$ cat config.mk
export PLATFORM = sky130hd
export DESIGN_NAME = pmd_unit
export DESIGN_NICKNAME = d
export VERILOG_FILES = /design/src/pmd_pkg.sv /design/src/pmd_decode.sv /design/src/pmd_prio.sv /design/src/pmd_unit.sv
export VERILOG_INCLUDE_DIRS = /design/src
export SDC_FILE = /design/constraint.sdc
export NUM_CORES = 1
export LEC_CHECK = 0
export ABC_CLOCK_PERIOD_IN_PS = 3000
export BUFFER_PORTS_ARGS = -buffer_cell sky130_fd_sc_hd__buf_4
export CAP_MARGIN = 10
export CORE_MARGIN = 2
export CORE_UTILIZATION = 52
export CTS_CLUSTER_DIAMETER = 200
export DETAILED_ROUTE_END_ITERATION = 10
export HOLD_SLACK_MARGIN = 0.05
export PLACE_DENSITY = 0.8
export SKIP_CTS_REPAIR_TIMING = 1
export SYNTH_ARGS = -nofsm -noshare
export SYNTH_HDL_FRONTEND = slang
export SYNTH_SLANG_ARGS = --single-unit
$ cat constraint.sdc
create_clock -name CLK -period 3 [get_ports CLK]
set_input_delay 0 -clock CLK [delete_from_list [all_inputs] [get_ports CLK]]
set_output_delay 0 -clock CLK [all_outputs]
set_load 0.01 [all_outputs]
$ cat src/pmd_defines.svh
// Constants for the privileged mode dispatch unit: opcodes, entry offsets,
// internal register indices and reset values. Included by the decoder, selector, unit and testbench.
`ifndef PMD_DEFINES_SVH
`define PMD_DEFINES_SVH

// Primary opcode field, bits 31:26
`define PMD_OP_CALL 6'h00
`define PMD_OP_MFPR 6'h19
`define PMD_OP_LD 6'h1B
`define PMD_OP_MTPR 6'h1D
`define PMD_OP_REI 6'h1E
`define PMD_OP_ST 6'h1F

// Entry offsets, low 14 bits of the dispatch address
`define PMD_OFF_RESET 14'h0000
`define PMD_OFF_MACHINE_CHECK_ENTRY 14'h0020
`define PMD_OFF_ARITH 14'h0060
`define PMD_OFF_INTR 14'h00E0
`define PMD_OFF_DFAULT 14'h01E0
`define PMD_OFF_ITB_MISS 14'h03E0
`define PMD_OFF_DTB_MISS 14'h09E0
`define PMD_OFF_ILLEGAL_OPCODE_TRAP 14'h13E0
`define PMD_OFF_CALL_PRIV 14'h2000
`define PMD_OFF_CALL_USER 14'h3000

// Internal register select: group bit and index
`define PMD_IPR_IBX_BIT 5
`define PMD_IPR_EXCEPTION_RETURN_ADDRESS 5'h04
`define PMD_IPR_BASE 5'h0B

// Reset values and fixed steps
`define PMD_BASE_RST 20'h0_0000
`define PMD_EXC_RST 34'h0_0000_0000
`define PMD_CALL_STEP 34'h0_0000_0004

`endif

$ cat src/pmd_pkg.sv
// Types shared by the privileged mode dispatch unit.
// Assumes pmd_defines.svh for all numeric constants.
`default_nettype none
package pmd_pkg;

  typedef enum logic [1:0] {
    PMD_ST_RESET = 2'b00,
    PMD_ST_RUN = 2'b01,
    PMD_ST_DRAIN = 2'b10,
    PMD_ST_DISP = 2'b11
  } pmd_state_t;

  // Event bit positions, highest priority first
  typedef enum logic [2:0] {
    PMD_EV_MACHINE_CHECK_ENTRY = 3'h0,
    PMD_EV_ARITH = 3'h1,
    PMD_EV_INTR = 3'h2,
    PMD_EV_DFAULT = 3'h3,
    PMD_EV_ITB = 3'h4,
    PMD_EV_DTB = 3'h5
  } pmd_event_t;

  typedef struct packed {
    pmd_state_t state;
    logic privileged_code_mode;
    logic map_en;
    logic intr_en;
    logic [33:0] exception_return_address;
    logic [19:0] privileged_code_base;
    logic [5:0] pend;
    logic [13:0] off;
    logic [33:0] save_pc;
    logic from_instr;
    logic drain;
    logic redirect;
    logic [33:0] redirect_pc;
    logic trap;
    logic unmapped;
    logic [63:0] rdata;
    logic ready;
  } pmd_regs_t;

endpackage
`default_nettype wire

$ cat src/pmd_decode.sv
// Instruction decoder for the privileged mode dispatch unit.
// Purely combinational; the caller qualifies results with its valid.
`timescale 1ns/1ns
`default_nettype none
`include "pmd_defines.svh"

module pmd_decode (
  // Instruction word
  input wire logic [31:0] instr,
  // Decoded class
  output logic is_mfpr,
  output logic is_mtpr,
  output logic is_ld,
  output logic is_st,
  output logic is_rei,
  output logic is_hw,
  output logic is_call,
  output logic call_priv,
  output logic call_ok,
  output logic [13:0] call_off
);
  logic [5:0] op;
  logic [25:0] func;

  always_comb begin
    op = instr[31:26];
    func = instr[25:0];
    is_mfpr = (op == `PMD_OP_MFPR);
    is_mtpr = (op == `PMD_OP_MTPR);
    is_ld = (op == `PMD_OP_LD);
    is_st = (op == `PMD_OP_ST);
    is_rei = (op == `PMD_OP_REI);
    is_hw = is_mfpr | is_mtpr | is_ld | is_st | is_rei;
    is_call = (op == `PMD_OP_CALL); // RL16
    // Functions 00-3F are privileged, 80-BF unprivileged
    call_priv = ~func[7];
    call_ok = (func[25:8] == 18'h0_0000) && ~func[6]; // RL18
    call_off = (func[7] ? `PMD_OFF_CALL_USER : `PMD_OFF_CALL_PRIV)
             | {2'b00, func[5:0], 6'h00};
  end
endmodule
`default_nettype wire

$ cat src/pmd_prio.sv
// Fixed-priority selector over pending hardware events.
// Returns a one-hot grant and the entry offset of the winner.
`timescale 1ns/1ns
`default_nettype none
`include "pmd_defines.svh"

module pmd_prio
  import pmd_pkg::*;
(
  // Pending events
  input wire logic [5:0] pend,
  // Winner
  output logic [5:0] grant,
  output logic [13:0] off
);
  always_comb begin
    grant = 6'h00;
    off = `PMD_OFF_MACHINE_CHECK_ENTRY;
    if (pend[PMD_EV_MACHINE_CHECK_ENTRY]) begin
      grant[PMD_EV_MACHINE_CHECK_ENTRY] = 1'b1;
      off = `PMD_OFF_MACHINE_CHECK_ENTRY;
    end else if (pend[PMD_EV_ARITH]) begin
      grant[PMD_EV_ARITH] = 1'b1;
      off = `PMD_OFF_ARITH;
    end else if (pend[PMD_EV_INTR]) begin
      grant[PMD_EV_INTR] = 1'b1;
      off = `PMD_OFF_INTR;
    end else if (pend[PMD_EV_DFAULT]) begin
      grant[PMD_EV_DFAULT] = 1'b1;
      off = `PMD_OFF_DFAULT;
    end else if (pend[PMD_EV_ITB]) begin
      grant[PMD_EV_ITB] = 1'b1;
      off = `PMD_OFF_ITB_MISS;
    end else if (pend[PMD_EV_DTB]) begin
      grant[PMD_EV_DTB] = 1'b1;
      off = `PMD_OFF_DTB_MISS;
    end
  end
endmodule
`default_nettype wire

$ cat src/pmd_unit.sv
// Privileged mode dispatch unit: enters and leaves privileged code mode,
// dispatches events and call instructions, handles the return instruction.
// Assumes the pipeline holds INSTR_VALID until INSTR_READY and drains on DRAIN_REQ.
//
// Functional notes
// (RL1) Privileged mode turns off instruction fetch address mapping.
// (RL2) Privileged mode holds off all interrupts.
// (RL3) Five privileged-only instructions outside the mode raise illegal opcode trap.
// (RL4) Register moves access internal registers; special load/store skip translation.
// (RL5) Dispatch address is an entry offset added to a programmable base.
// (RL6) On dispatch: drain pipeline, save PC, then jump and enter privileged mode.
// (RL7) Return instruction jumps to the saved exception address.
// (RL8) Saved address bit 0 set keeps privileged mode, clear leaves it.
// (RL9) Leaving on return re-enables interrupts and mapping, resumes normal execution.
// (RL10) Reset enters privileged mode at reset routine until return with bit clear.
// (RL11) Machine check, arithmetic, decode and data fetch errors dispatch by type.
// (RL12) A sensed interrupt dispatches to the interrupt routine.
// (RL13) Data or instruction translation miss dispatches to its own fill routine.
// (RL14) Call instruction uses the same drain, save and dispatch steps.
// (RL15) Call instruction saves its own address plus four.
// (RL16) Call opcode in bits 31:26, routine select in bits 25:0.
// (RL17) Privileged call outside kernel mode goes to illegal opcode entry 13E0.
// (RL18) Call with unsupported function code takes the illegal opcode trap.
// (RL19) Every dispatched call runs its routine in privileged mode.
// (RL20) Return target is saved address with low two bits cleared.
// (RL21) Dispatch address: base bits 33:14, offset bits 13:0; base resets to zero.
// (RL22) Simultaneous causes: serve highest, hold others until the routine returns.
`timescale 1ns/1ns
`default_nettype none
`include "pmd_defines.svh"

module pmd_unit
  import pmd_pkg::*;
(
  // Clock and reset
  input wire logic CLK,
  input wire logic RST,
  // Hardware events, one-cycle pulses or levels
  input wire logic EVT_MACHINE_CHECK_ENTRY,
  input wire logic EVT_ARITH,
  input wire logic EVT_INTR,
  input wire logic EVT_DFAULT,
  input wire logic EVT_ITB_MISS,
  input wire logic EVT_DTB_MISS,
  // Pipeline state
  input wire logic [33:0] CUR_PC,
  input wire logic PIPE_EMPTY,
  input wire logic KERNEL_MODE,
  // Instruction offered for dispatch checks
  input wire logic INSTR_VALID,
  input wire logic [31:0] INSTR_WORD,
  input wire logic [33:0] INSTR_PC,
  input wire logic [63:0] IPR_WDATA,
  output logic INSTR_READY,
  // Mode controls
  output logic PRIV_MODE,
  output logic FETCH_MAP_EN,
  output logic INTR_ENABLE,
  output logic DRAIN_REQ,
  // Fetch redirect
  output logic REDIRECT_VALID,
  output logic [33:0] REDIRECT_PC,
  // Instruction side effects
  output logic TRAP_ILLEGAL_OPCODE_TRAP,
  output logic UNMAPPED_ACCESS,
  output logic [63:0] IPR_RDATA
);
  pmd_regs_t r;
  pmd_regs_t next_r;

  logic is_mfpr, is_mtpr, is_ld, is_st, is_rei, is_hw;
  logic is_call, call_priv, call_ok;
  logic [13:0] call_off;
  logic [5:0] grant;
  logic [13:0] ev_off;
  logic [5:0] events;
  logic take_evt;
  logic acc;
  logic illegal;
  logic ibx_exc;
  logic ibx_base;

  pmd_decode u_dec (
    .instr(INSTR_WORD),
    .is_mfpr(is_mfpr),
    .is_mtpr(is_mtpr),
    .is_ld(is_ld),
    .is_st(is_st),
    .is_rei(is_rei),
    .is_hw(is_hw),
    .is_call(is_call),
    .call_priv(call_priv),
    .call_ok(call_ok),
    .call_off(call_off)
  );

  pmd_prio u_prio (
    .pend(r.pend),
    .grant(grant),
    .off(ev_off)
  );

  // Dispatch address from base and entry offset
  function automatic logic [33:0] disp_addr(input logic [19:0] base, input logic [13:0] off);
    disp_addr = {base, off}; // RL5 RL21
  endfunction

  always_comb begin
    events = 6'h00;
    events[PMD_EV_MACHINE_CHECK_ENTRY] = EVT_MACHINE_CHECK_ENTRY; // RL11
    events[PMD_EV_ARITH] = EVT_ARITH; // RL11
    events[PMD_EV_INTR] = EVT_INTR; // RL12
    events[PMD_EV_DFAULT] = EVT_DFAULT; // RL11
    events[PMD_EV_ITB] = EVT_ITB_MISS; // RL13
    events[PMD_EV_DTB] = EVT_DTB_MISS; // RL13
    // Causes only taken outside the mode, so others wait for the return
    take_evt = (r.state == PMD_ST_RUN) && !r.privileged_code_mode && (r.pend != 6'h00); // RL2 RL22
    acc = (r.state == PMD_ST_RUN) && INSTR_VALID && r.ready && !take_evt;
    illegal = (is_hw && !r.privileged_code_mode) // RL3
            || (is_call && !call_ok) // RL18
            || (is_call && call_priv && !KERNEL_MODE && !r.privileged_code_mode); // RL17
    ibx_exc = INSTR_WORD[`PMD_IPR_IBX_BIT] && (INSTR_WORD[4:0] == `PMD_IPR_EXCEPTION_RETURN_ADDRESS);
    ibx_base = INSTR_WORD[`PMD_IPR_IBX_BIT] && (INSTR_WORD[4:0] == `PMD_IPR_BASE);

    next_r = r;
    next_r.redirect = 1'b0;
    next_r.trap = 1'b0;
    next_r.unmapped = 1'b0;

    case (r.state)
      PMD_ST_RESET: begin
        next_r.privileged_code_mode = 1'b1; // RL10
        next_r.redirect = 1'b1;
        next_r.redirect_pc = disp_addr(r.privileged_code_base, `PMD_OFF_RESET); // RL10
        next_r.state = PMD_ST_RUN;
      end
      PMD_ST_RUN: begin
        if (take_evt) begin
          next_r.off = ev_off;
          next_r.pend = r.pend & ~grant; // RL22
          next_r.from_instr = 1'b0;
          next_r.drain = 1'b1; // RL6
          next_r.state = PMD_ST_DRAIN;
        end else if (acc && illegal) begin
          next_r.off = `PMD_OFF_ILLEGAL_OPCODE_TRAP; // RL3 RL17 RL18
          next_r.save_pc = INSTR_PC;
          next_r.from_instr = 1'b1;
          next_r.trap = 1'b1;
          next_r.drain = 1'b1;
          next_r.state = PMD_ST_DRAIN;
        end else if (acc && is_call) begin
          next_r.off = call_off; // RL14 RL16
          next_r.save_pc = INSTR_PC + `PMD_CALL_STEP; // RL15
          next_r.from_instr = 1'b1;
          next_r.drain = 1'b1; // RL14
          next_r.state = PMD_ST_DRAIN;
        end else if (acc && is_rei) begin
          next_r.redirect = 1'b1; // RL7
          next_r.redirect_pc = {r.exception_return_address[33:2], 2'b00}; // RL20
          next_r.privileged_code_mode = r.exception_return_address[0]; // RL8 RL9
        end else if (acc && is_mtpr) begin
          if (ibx_exc) begin
            next_r.exception_return_address = IPR_WDATA[33:0]; // RL4
          end else if (ibx_base) begin
            next_r.privileged_code_base = IPR_WDATA[33:14]; // RL4
          end
        end else if (acc && is_mfpr) begin
          if (ibx_exc) begin
            next_r.rdata = {30'h0000_0000, r.exception_return_address}; // RL4
          end else if (ibx_base) begin
            next_r.rdata = {30'h0000_0000, r.privileged_code_base, 14'h0000};
          end else begin
            next_r.rdata = 64'h0000_0000_0000_0000;
          end
        end else if (acc && (is_ld || is_st)) begin
          next_r.unmapped = 1'b1; // RL4
        end
      end
      PMD_ST_DRAIN: begin
        // Save only once the pipeline is empty
        if (PIPE_EMPTY) begin
          next_r.exception_return_address = r.from_instr ? r.save_pc : CUR_PC; // RL6
          next_r.drain = 1'b0;
          next_r.state = PMD_ST_DISP;
        end
      end
      PMD_ST_DISP: begin
        next_r.redirect = 1'b1;
        next_r.redirect_pc = disp_addr(r.privileged_code_base, r.off); // RL5 RL6
        next_r.privileged_code_mode = 1'b1; // RL6 RL19
        next_r.state = PMD_ST_RUN;
      end
      default: begin
        next_r.state = PMD_ST_RESET;
      end
    endcase

    // Set wins over the clear of a granted bit
    next_r.pend = next_r.pend | events; // RL22
    next_r.map_en = !next_r.privileged_code_mode; // RL1 RL9
    next_r.intr_en = !next_r.privileged_code_mode; // RL2 RL9
    // Stall instructions while a cause waits to be taken
    next_r.ready = (next_r.state == PMD_ST_RUN)
                 && !(!next_r.privileged_code_mode && (next_r.pend != 6'h00));
  end

  always_ff @(posedge CLK) begin
    if (RST) begin
      r.state <= PMD_ST_RESET;
      r.privileged_code_mode <= 1'b1; // RL10
      r.map_en <= 1'b0;
      r.intr_en <= 1'b0;
      r.exception_return_address <= `PMD_EXC_RST;
      r.privileged_code_base <= `PMD_BASE_RST; // RL21
      r.pend <= 6'h00;
      r.off <= `PMD_OFF_RESET;
      r.save_pc <= `PMD_EXC_RST;
      r.from_instr <= 1'b0;
      r.drain <= 1'b0;
      r.redirect <= 1'b0;
      r.redirect_pc <= `PMD_EXC_RST;
      r.trap <= 1'b0;
      r.unmapped <= 1'b0;
      r.rdata <= 64'h0000_0000_0000_0000;
      r.ready <= 1'b0;
    end else begin
      r <= next_r;
    end
  end

  assign INSTR_READY = r.ready;
  assign PRIV_MODE = r.privileged_code_mode;
  assign FETCH_MAP_EN = r.map_en;
  assign INTR_ENABLE = r.intr_en;
  assign DRAIN_REQ = r.drain;
  assign REDIRECT_VALID = r.redirect;
  assign REDIRECT_PC = r.redirect_pc;
  assign TRAP_ILLEGAL_OPCODE_TRAP = r.trap;
  assign UNMAPPED_ACCESS = r.unmapped;
  assign IPR_RDATA = r.rdata;
endmodule
`default_nettype wire

==> After elaboration in Yosys (flattened, before gate mapping) <==
Cells that the tools add are included.
{ "word_totals": {"ff_bits": 216, "inputBits": 175, "output_inout_bits": 106, "elab_cells": 166} }
{ "classes": {"n_addsub": 1, "n_eq_ne": 20, "mux": 63, "bitwise": 17, "reduce_logical": 49} }
{ "ops": {"columns": ["op", "count"], "rows": [
  ["54-bit two-way mux", 5],
  ["65-bit two-way mux", 4],
  ["34-bit two-way mux", 5],
  ["64-bit two-way mux", 2],
  ["35-bit two-way mux", 3],
  ["35-bit case mux with 3 select lines", 1],
  ["101-bit two-way mux", 1],
  ["50-bit two-way mux", 2],
  ["14-bit two-way mux", 6],
  ["34-bit case mux with 2 select lines", 1],
  ["55-bit two-way mux", 1],
  ["20-bit two-way mux", 2],
  ["34-bit by 3-bit adder with 34-bit output, second input constant", 1],
  ["6-bit by 5-bit == test with 1-bit output, second input constant", 5],
  ["1-bit logical AND", 21],
  ["18-bit logical NOT", 1],
  ["8-bit AND reduction", 2],
  ["1-bit two-way mux", 15],
  ["14-bit by 12-bit bitwise OR with 14-bit output", 1],
  ["13-bit two-way mux", 1],
  ["12-bit two-way mux", 1],
  ["2-bit two-way mux", 6],
  ["2-bit inequality test, second input constant", 6],
  ["6-bit nonzero test", 2],
  ["other kinds (30)", 55]
]} }

==> Depth between registers and ports, before layout <==
{ "depth": {"word_depth": 17, "mapped_depth": 10, "ltp_nobuf": 8} }

==> By module <==
From an unflattened synthesis, not the netlist that was laid out.
{ "hier_totals": {"hier_cells": 1170, "hier_area_um2": 10193.5} }
{ "by_module_without_submodules": {"columns": ["mod", "instances", "cells_each", "area_per_inst_um2", "seq_area_each_um2"], "rows": [
  ["pmd_unit", 1, 1109, 9783.1, 3723.6],
  ["pmd_decode", 1, 34, 226.5, 0.0],
  ["pmd_prio", 1, 27, 183.9, 0.0]
]} }

==> Worst setup path before layout <==
OpenSTA, ideal clock, no wires.
{ "synth_timing": {"kind": "reg-to-reg", "start": "register r[216] (netlist bit)", "end": "register r[137] (netlist bit)", "setup_time_ns": 0.127, "t_arrival_ns": 2.260, "required_time_ns": 2.873, "setup_slack_ns": 0.613, "path_stages_with_launch": 9, "n_path_buf": 1, "synth_period_minus_slack_ns": 2.387, "path_cell_list": "dfxtp_1 inv_1 ha_1 nand3_1 a2111oi_0 or2_2 buf_4 nor4_1 or3_1"} }
{ "synth_between": {"elab_chain_cells": 8, "elab_cells_between_ends": 13, "cone_classes": "1 x eq/ne; 1 x mux; 1 x bitwise; 10 x reduce/logical"} }
{ "synth_rtl": {"columns": ["element", "line_no", "rtl"], "rows": [
  ["from (decl)", "pmd_unit.sv:68", "pmd_regs_t r;"],
  ["from (signal assigned)", "pmd_unit.sv:227", "r <= next_r;"],
  ["2-bit by 1-bit == test with 1-bit output *", "pmd_unit.sv:117, pmd_unit.sv:118, pmd_unit.sv:130", null],
  ["1-bit logical AND (2 in a row)", "pmd_unit.sv:117", "take_evt = (r.state == PMD_ST_RUN) && !r.privileged_code_mode && (r.pend != 6'h00);"],
  ["1-bit logical NOT", "pmd_unit.sv:118", "acc = (r.state == PMD_ST_RUN) && INSTR_VALID && r.ready && !take_evt;"],
  ["1-bit logical AND", "pmd_unit.sv:118", null],
  ["1-bit logical AND (on tied branches)", "pmd_unit.sv:144, pmd_unit.sv:151", null],
  ["2-bit nonzero test (no line)", null, null],
  ["3-bit AND reduction (no line)", null, null]
]} }
Every way passes the cells marked *; elsewhere a longest branch is shown, timed or not.
A chain may end at the register's enable or synchronous reset.

==> Worst setup path after layout <==
{ "layout_timing": {"start": "register r[216] (netlist bit)", "end": "register r[117] (netlist bit)"} }
The elaborated chain is that of the path after synthesis.

==> run_results.csv <==
group,metric,value,unit
die,coreArea,17400,um2
power,finalPower,8100,uW
setup_path,crit_fanout,25,
logic_synthesis,yosysWarnings,0,
final_layout,utilization,69.0,%
timing,relSlewSlack,39.5,%
cts,cts_buffer_depth,2,
final_layout,fillers,1413,
die,io_pins,281,
routing,drc,0,
setup_path,start_kind,"flip-flop",
setup_path,worstSetupEndpointType,"flip-flop",
timing,fin_crit_sh,94.3,%
routing,num_vias,9534,
worst_hold_path,min_path_type,"in2reg",
setup_path,required,3.37,ns
place,hpwl,20700,um
routing,postRouteAntennaNets,0,
grt,grt_overflow_total,0,
final_layout,insertedDiodeCount,0,
routing,avgViaCountPerCell,6.14,
cts,clk_latency,0.44,ns
place,gp_routability_congestion,0.948,
timing,layout_min_cycle_time,2.83,ns
place,portBuffers,218,
grt,grt_max_degree,61,
logic_synthesis,synth-async-reset-ratio,0,%
logic_synthesis,synth_top_area_cell,"dfxtp_1",
setup_path,reg2regPathDepth,9,
grt,grt_util_all_layers,30.4,%
logic_synthesis,ys_seq_area_share,38.4,%
cts,tritoncts,"yes",
final_layout,final_cells,1554,
timing,fin_skew,0.0115,ns
timing,slew_violations,0,
timing,worst_pin_slew,0.903,ns
grt,grt_pass1_wl,44700,um
power,leakage,0.00468,uW
die,fp-row-count,48,
timing,setup_violations,0,
run,cap_violations,0,
logic_synthesis,synth_area_per_cell,8.35,um2
logic_synthesis,syn_area,9320,um2
die,start_util,53.5,%
worst_hold_path,hold_depth,5,
grt,antenna_found_initial,0,
logic_synthesis,yosys-top-cells-area,"dfxtp_1 38%, buf_4 8.1%, mux2i_1 5.8%",
logic_synthesis,synth_ff_type,"dfxtp_1",
place,dp_slack,0.370,ns
logic_synthesis,ys_seq_elements,179,
timing,setup_slack,0.170,ns
run_status,outcome,"completed",
final_layout,drive_gt1_share,22.5,%
die,die_x,138,um
final_layout,area_growth,28.9,%
logic_synthesis,yosysUniqueCellTypes,70,
cts,clkTransAtPathRegs,0.07,ns
die,dieArea,19000,um2
routing,drt_wl_total,30700,um
die,die_y,138,um
setup_path,arrival,3.20,ns
logic_synthesis,synth_edf_count,0,
timing,tns,0,ns
logic_synthesis,yosysMostFrequentCell,"dfxtp_1",
final_layout,nets,1497,
grt,grt_pass1_vias,8305,
routing,dr.first_iter.drc_count,1004,
timing,rsz0062_at_grt,"false",
cts,clock_tree.root_cell,"clkbuf_16",
cts,cts-htree-levels,4,
timing,hold_violations,0,
cts,cts.sinks,179,
logic_synthesis,ys_top_cells_by_count,"179 x dfxtp_1, 107 x a21oi_1, 103 x nor2_1",
cts,cts_buffers,17,
timing,fmax,0.353,GHz
routing,drt_pre_antenna_iters,5,
routing,wl_per_cell,19.7,um
power,pwr_density_cell,674,nW/um2
setup_path,critPathKind,"reg2reg",
setup_path,r2r_slack,0.17,ns
logic_synthesis,synth_top_area_share,38.4,%
place,dp.cells,1434,
logic_synthesis,synthCells,1117,
power,ir_drop,0.557,mV
[cell families (layout without fill, tap and decap cells)]
group | Yosys count | in the layout | synth area share, %
other | 1 | 32 | 0.0402
buffers and inverters | 196 | 377 | 12.4
multiplexers | 54 | 54 | 5.80
XOR/XNOR | 2 | 2 | 0.188
flip-flops | 179 | 179 | 38.4
adder cells (fa/ha/maj) | 8 | 8 | 1.02
AO/OA/AOI/OAI | 320 | 320 | 22.9
AND/OR/NAND/NOR | 357 | 357 | 19.2
[worst max-delay path, stage by stage, from the launching register on]
cell and delay (ns):
dfxtp_1 0.36, inv_1 0.12, ha_1 0.22, nand3_1 0.25, nor2_1 0.11, o21a_1 0.20
buf_4 0.24, or4_1 0.51, dlygate4sd3_1 0.57, a31oi_1 0.16
[cells in the final DEF, fill, tap and decap left out, types with 32 or more instances in the layout]
master / netlist / layout
a21oi_1: 107 / 106
a2bb2oi_1: 34 / 34
nand2_1: 59 / 59
a221oi_1: 49 / 49
dlygate4sd3_1: 0 / 88
nand3_1: 54 / 54
nor2_1: 103 / 102
nor3_1: 41 / 39
o21ai_0: 59 / 59
buf_4: 100 / 246
mux2i_1: 54 / 54
dfxtp_1: 179 / 178
conb_1: 1 / 32
[sequential cells by signal, indices dropped and copies added, names as in the netlist]
name and count:
TRAP_ILLEGAL_OPCODE_TRAP 1, PRIV_MODE 1, INSTR_READY 1, UNMAPPED_ACCESS 1, REDIRECT_PC 32, DRAIN_REQ 1, r 106, IPR_RDATA 34
REDIRECT_VALID 1, INTR_ENABLE 1
[routing by layer]
| metal | GRT usage [%] | share of wire, % | vias up |
|---|---|---|---|
| li1 | - | - | 4406 |
| met1 | 40.6 | 41 | 4583 |
| met2 | 50.2 | 49 | 490 |
| met3 | 4.50 | 7.4 | 55 |
| met4 | 10.4 | 2.5 | 0 |
| met5 | 0 | 0 | - |
[where the power goes]
part | internal (uW) | leakage, uW | switching (uW)
combinational | 1180 | 0.00293 | 1410
sequential | 2820 | 0.00146 | 371
clock | 1270 | 0.000299 | 1050
total | 5260 | 0.00468 | 2830
[cell type report]
| cell class | instances | area, um2 | area share [%] |
|---|---|---|---|
| Multi-Input combinational cell | 773 | 4750 | 39.5 |
| Sequential cell | 179 | 3580 | 29.8 |
| Timing Repair Buffer | 335 | 2750 | 22.9 |
| Clock buffer | 17 | 425 | 3.54 |
| Tap cell | 225 | 282 | 2.34 |
| Clock inverter | 15 | 189 | 1.57 |
| Inverter | 10 | 37.5 | 0.312 |
[worst paths after layout]
kind,start,endpoint
max,r[216]$_SDFF_PP0_,r[117]$_SDFFE_PP0P_
min,CUR_PC[2],r[180]$_SDFFE_PP0P_
max reg2reg,r[216]$_SDFF_PP0_,r[117]$_SDFFE_PP0P_
min reg2reg,IPR_RDATA[8]$_SDFFE_PP0P_,IPR_RDATA[8]$_SDFFE_PP0P_
[metrics by stage]
step | hold slack, ns | cell area [um2]
2_1_floorplan | 0.117 | 9440
3_3_place_gp | 0.222 | 10500
3_5_place_dp | 0.229 | 10500
4_1_cts | -0.222 | 11100
5_1_grt | 0.0782 | 12000
6_report | 0.0326 | 12000
(Power assumes the default switching activity.)
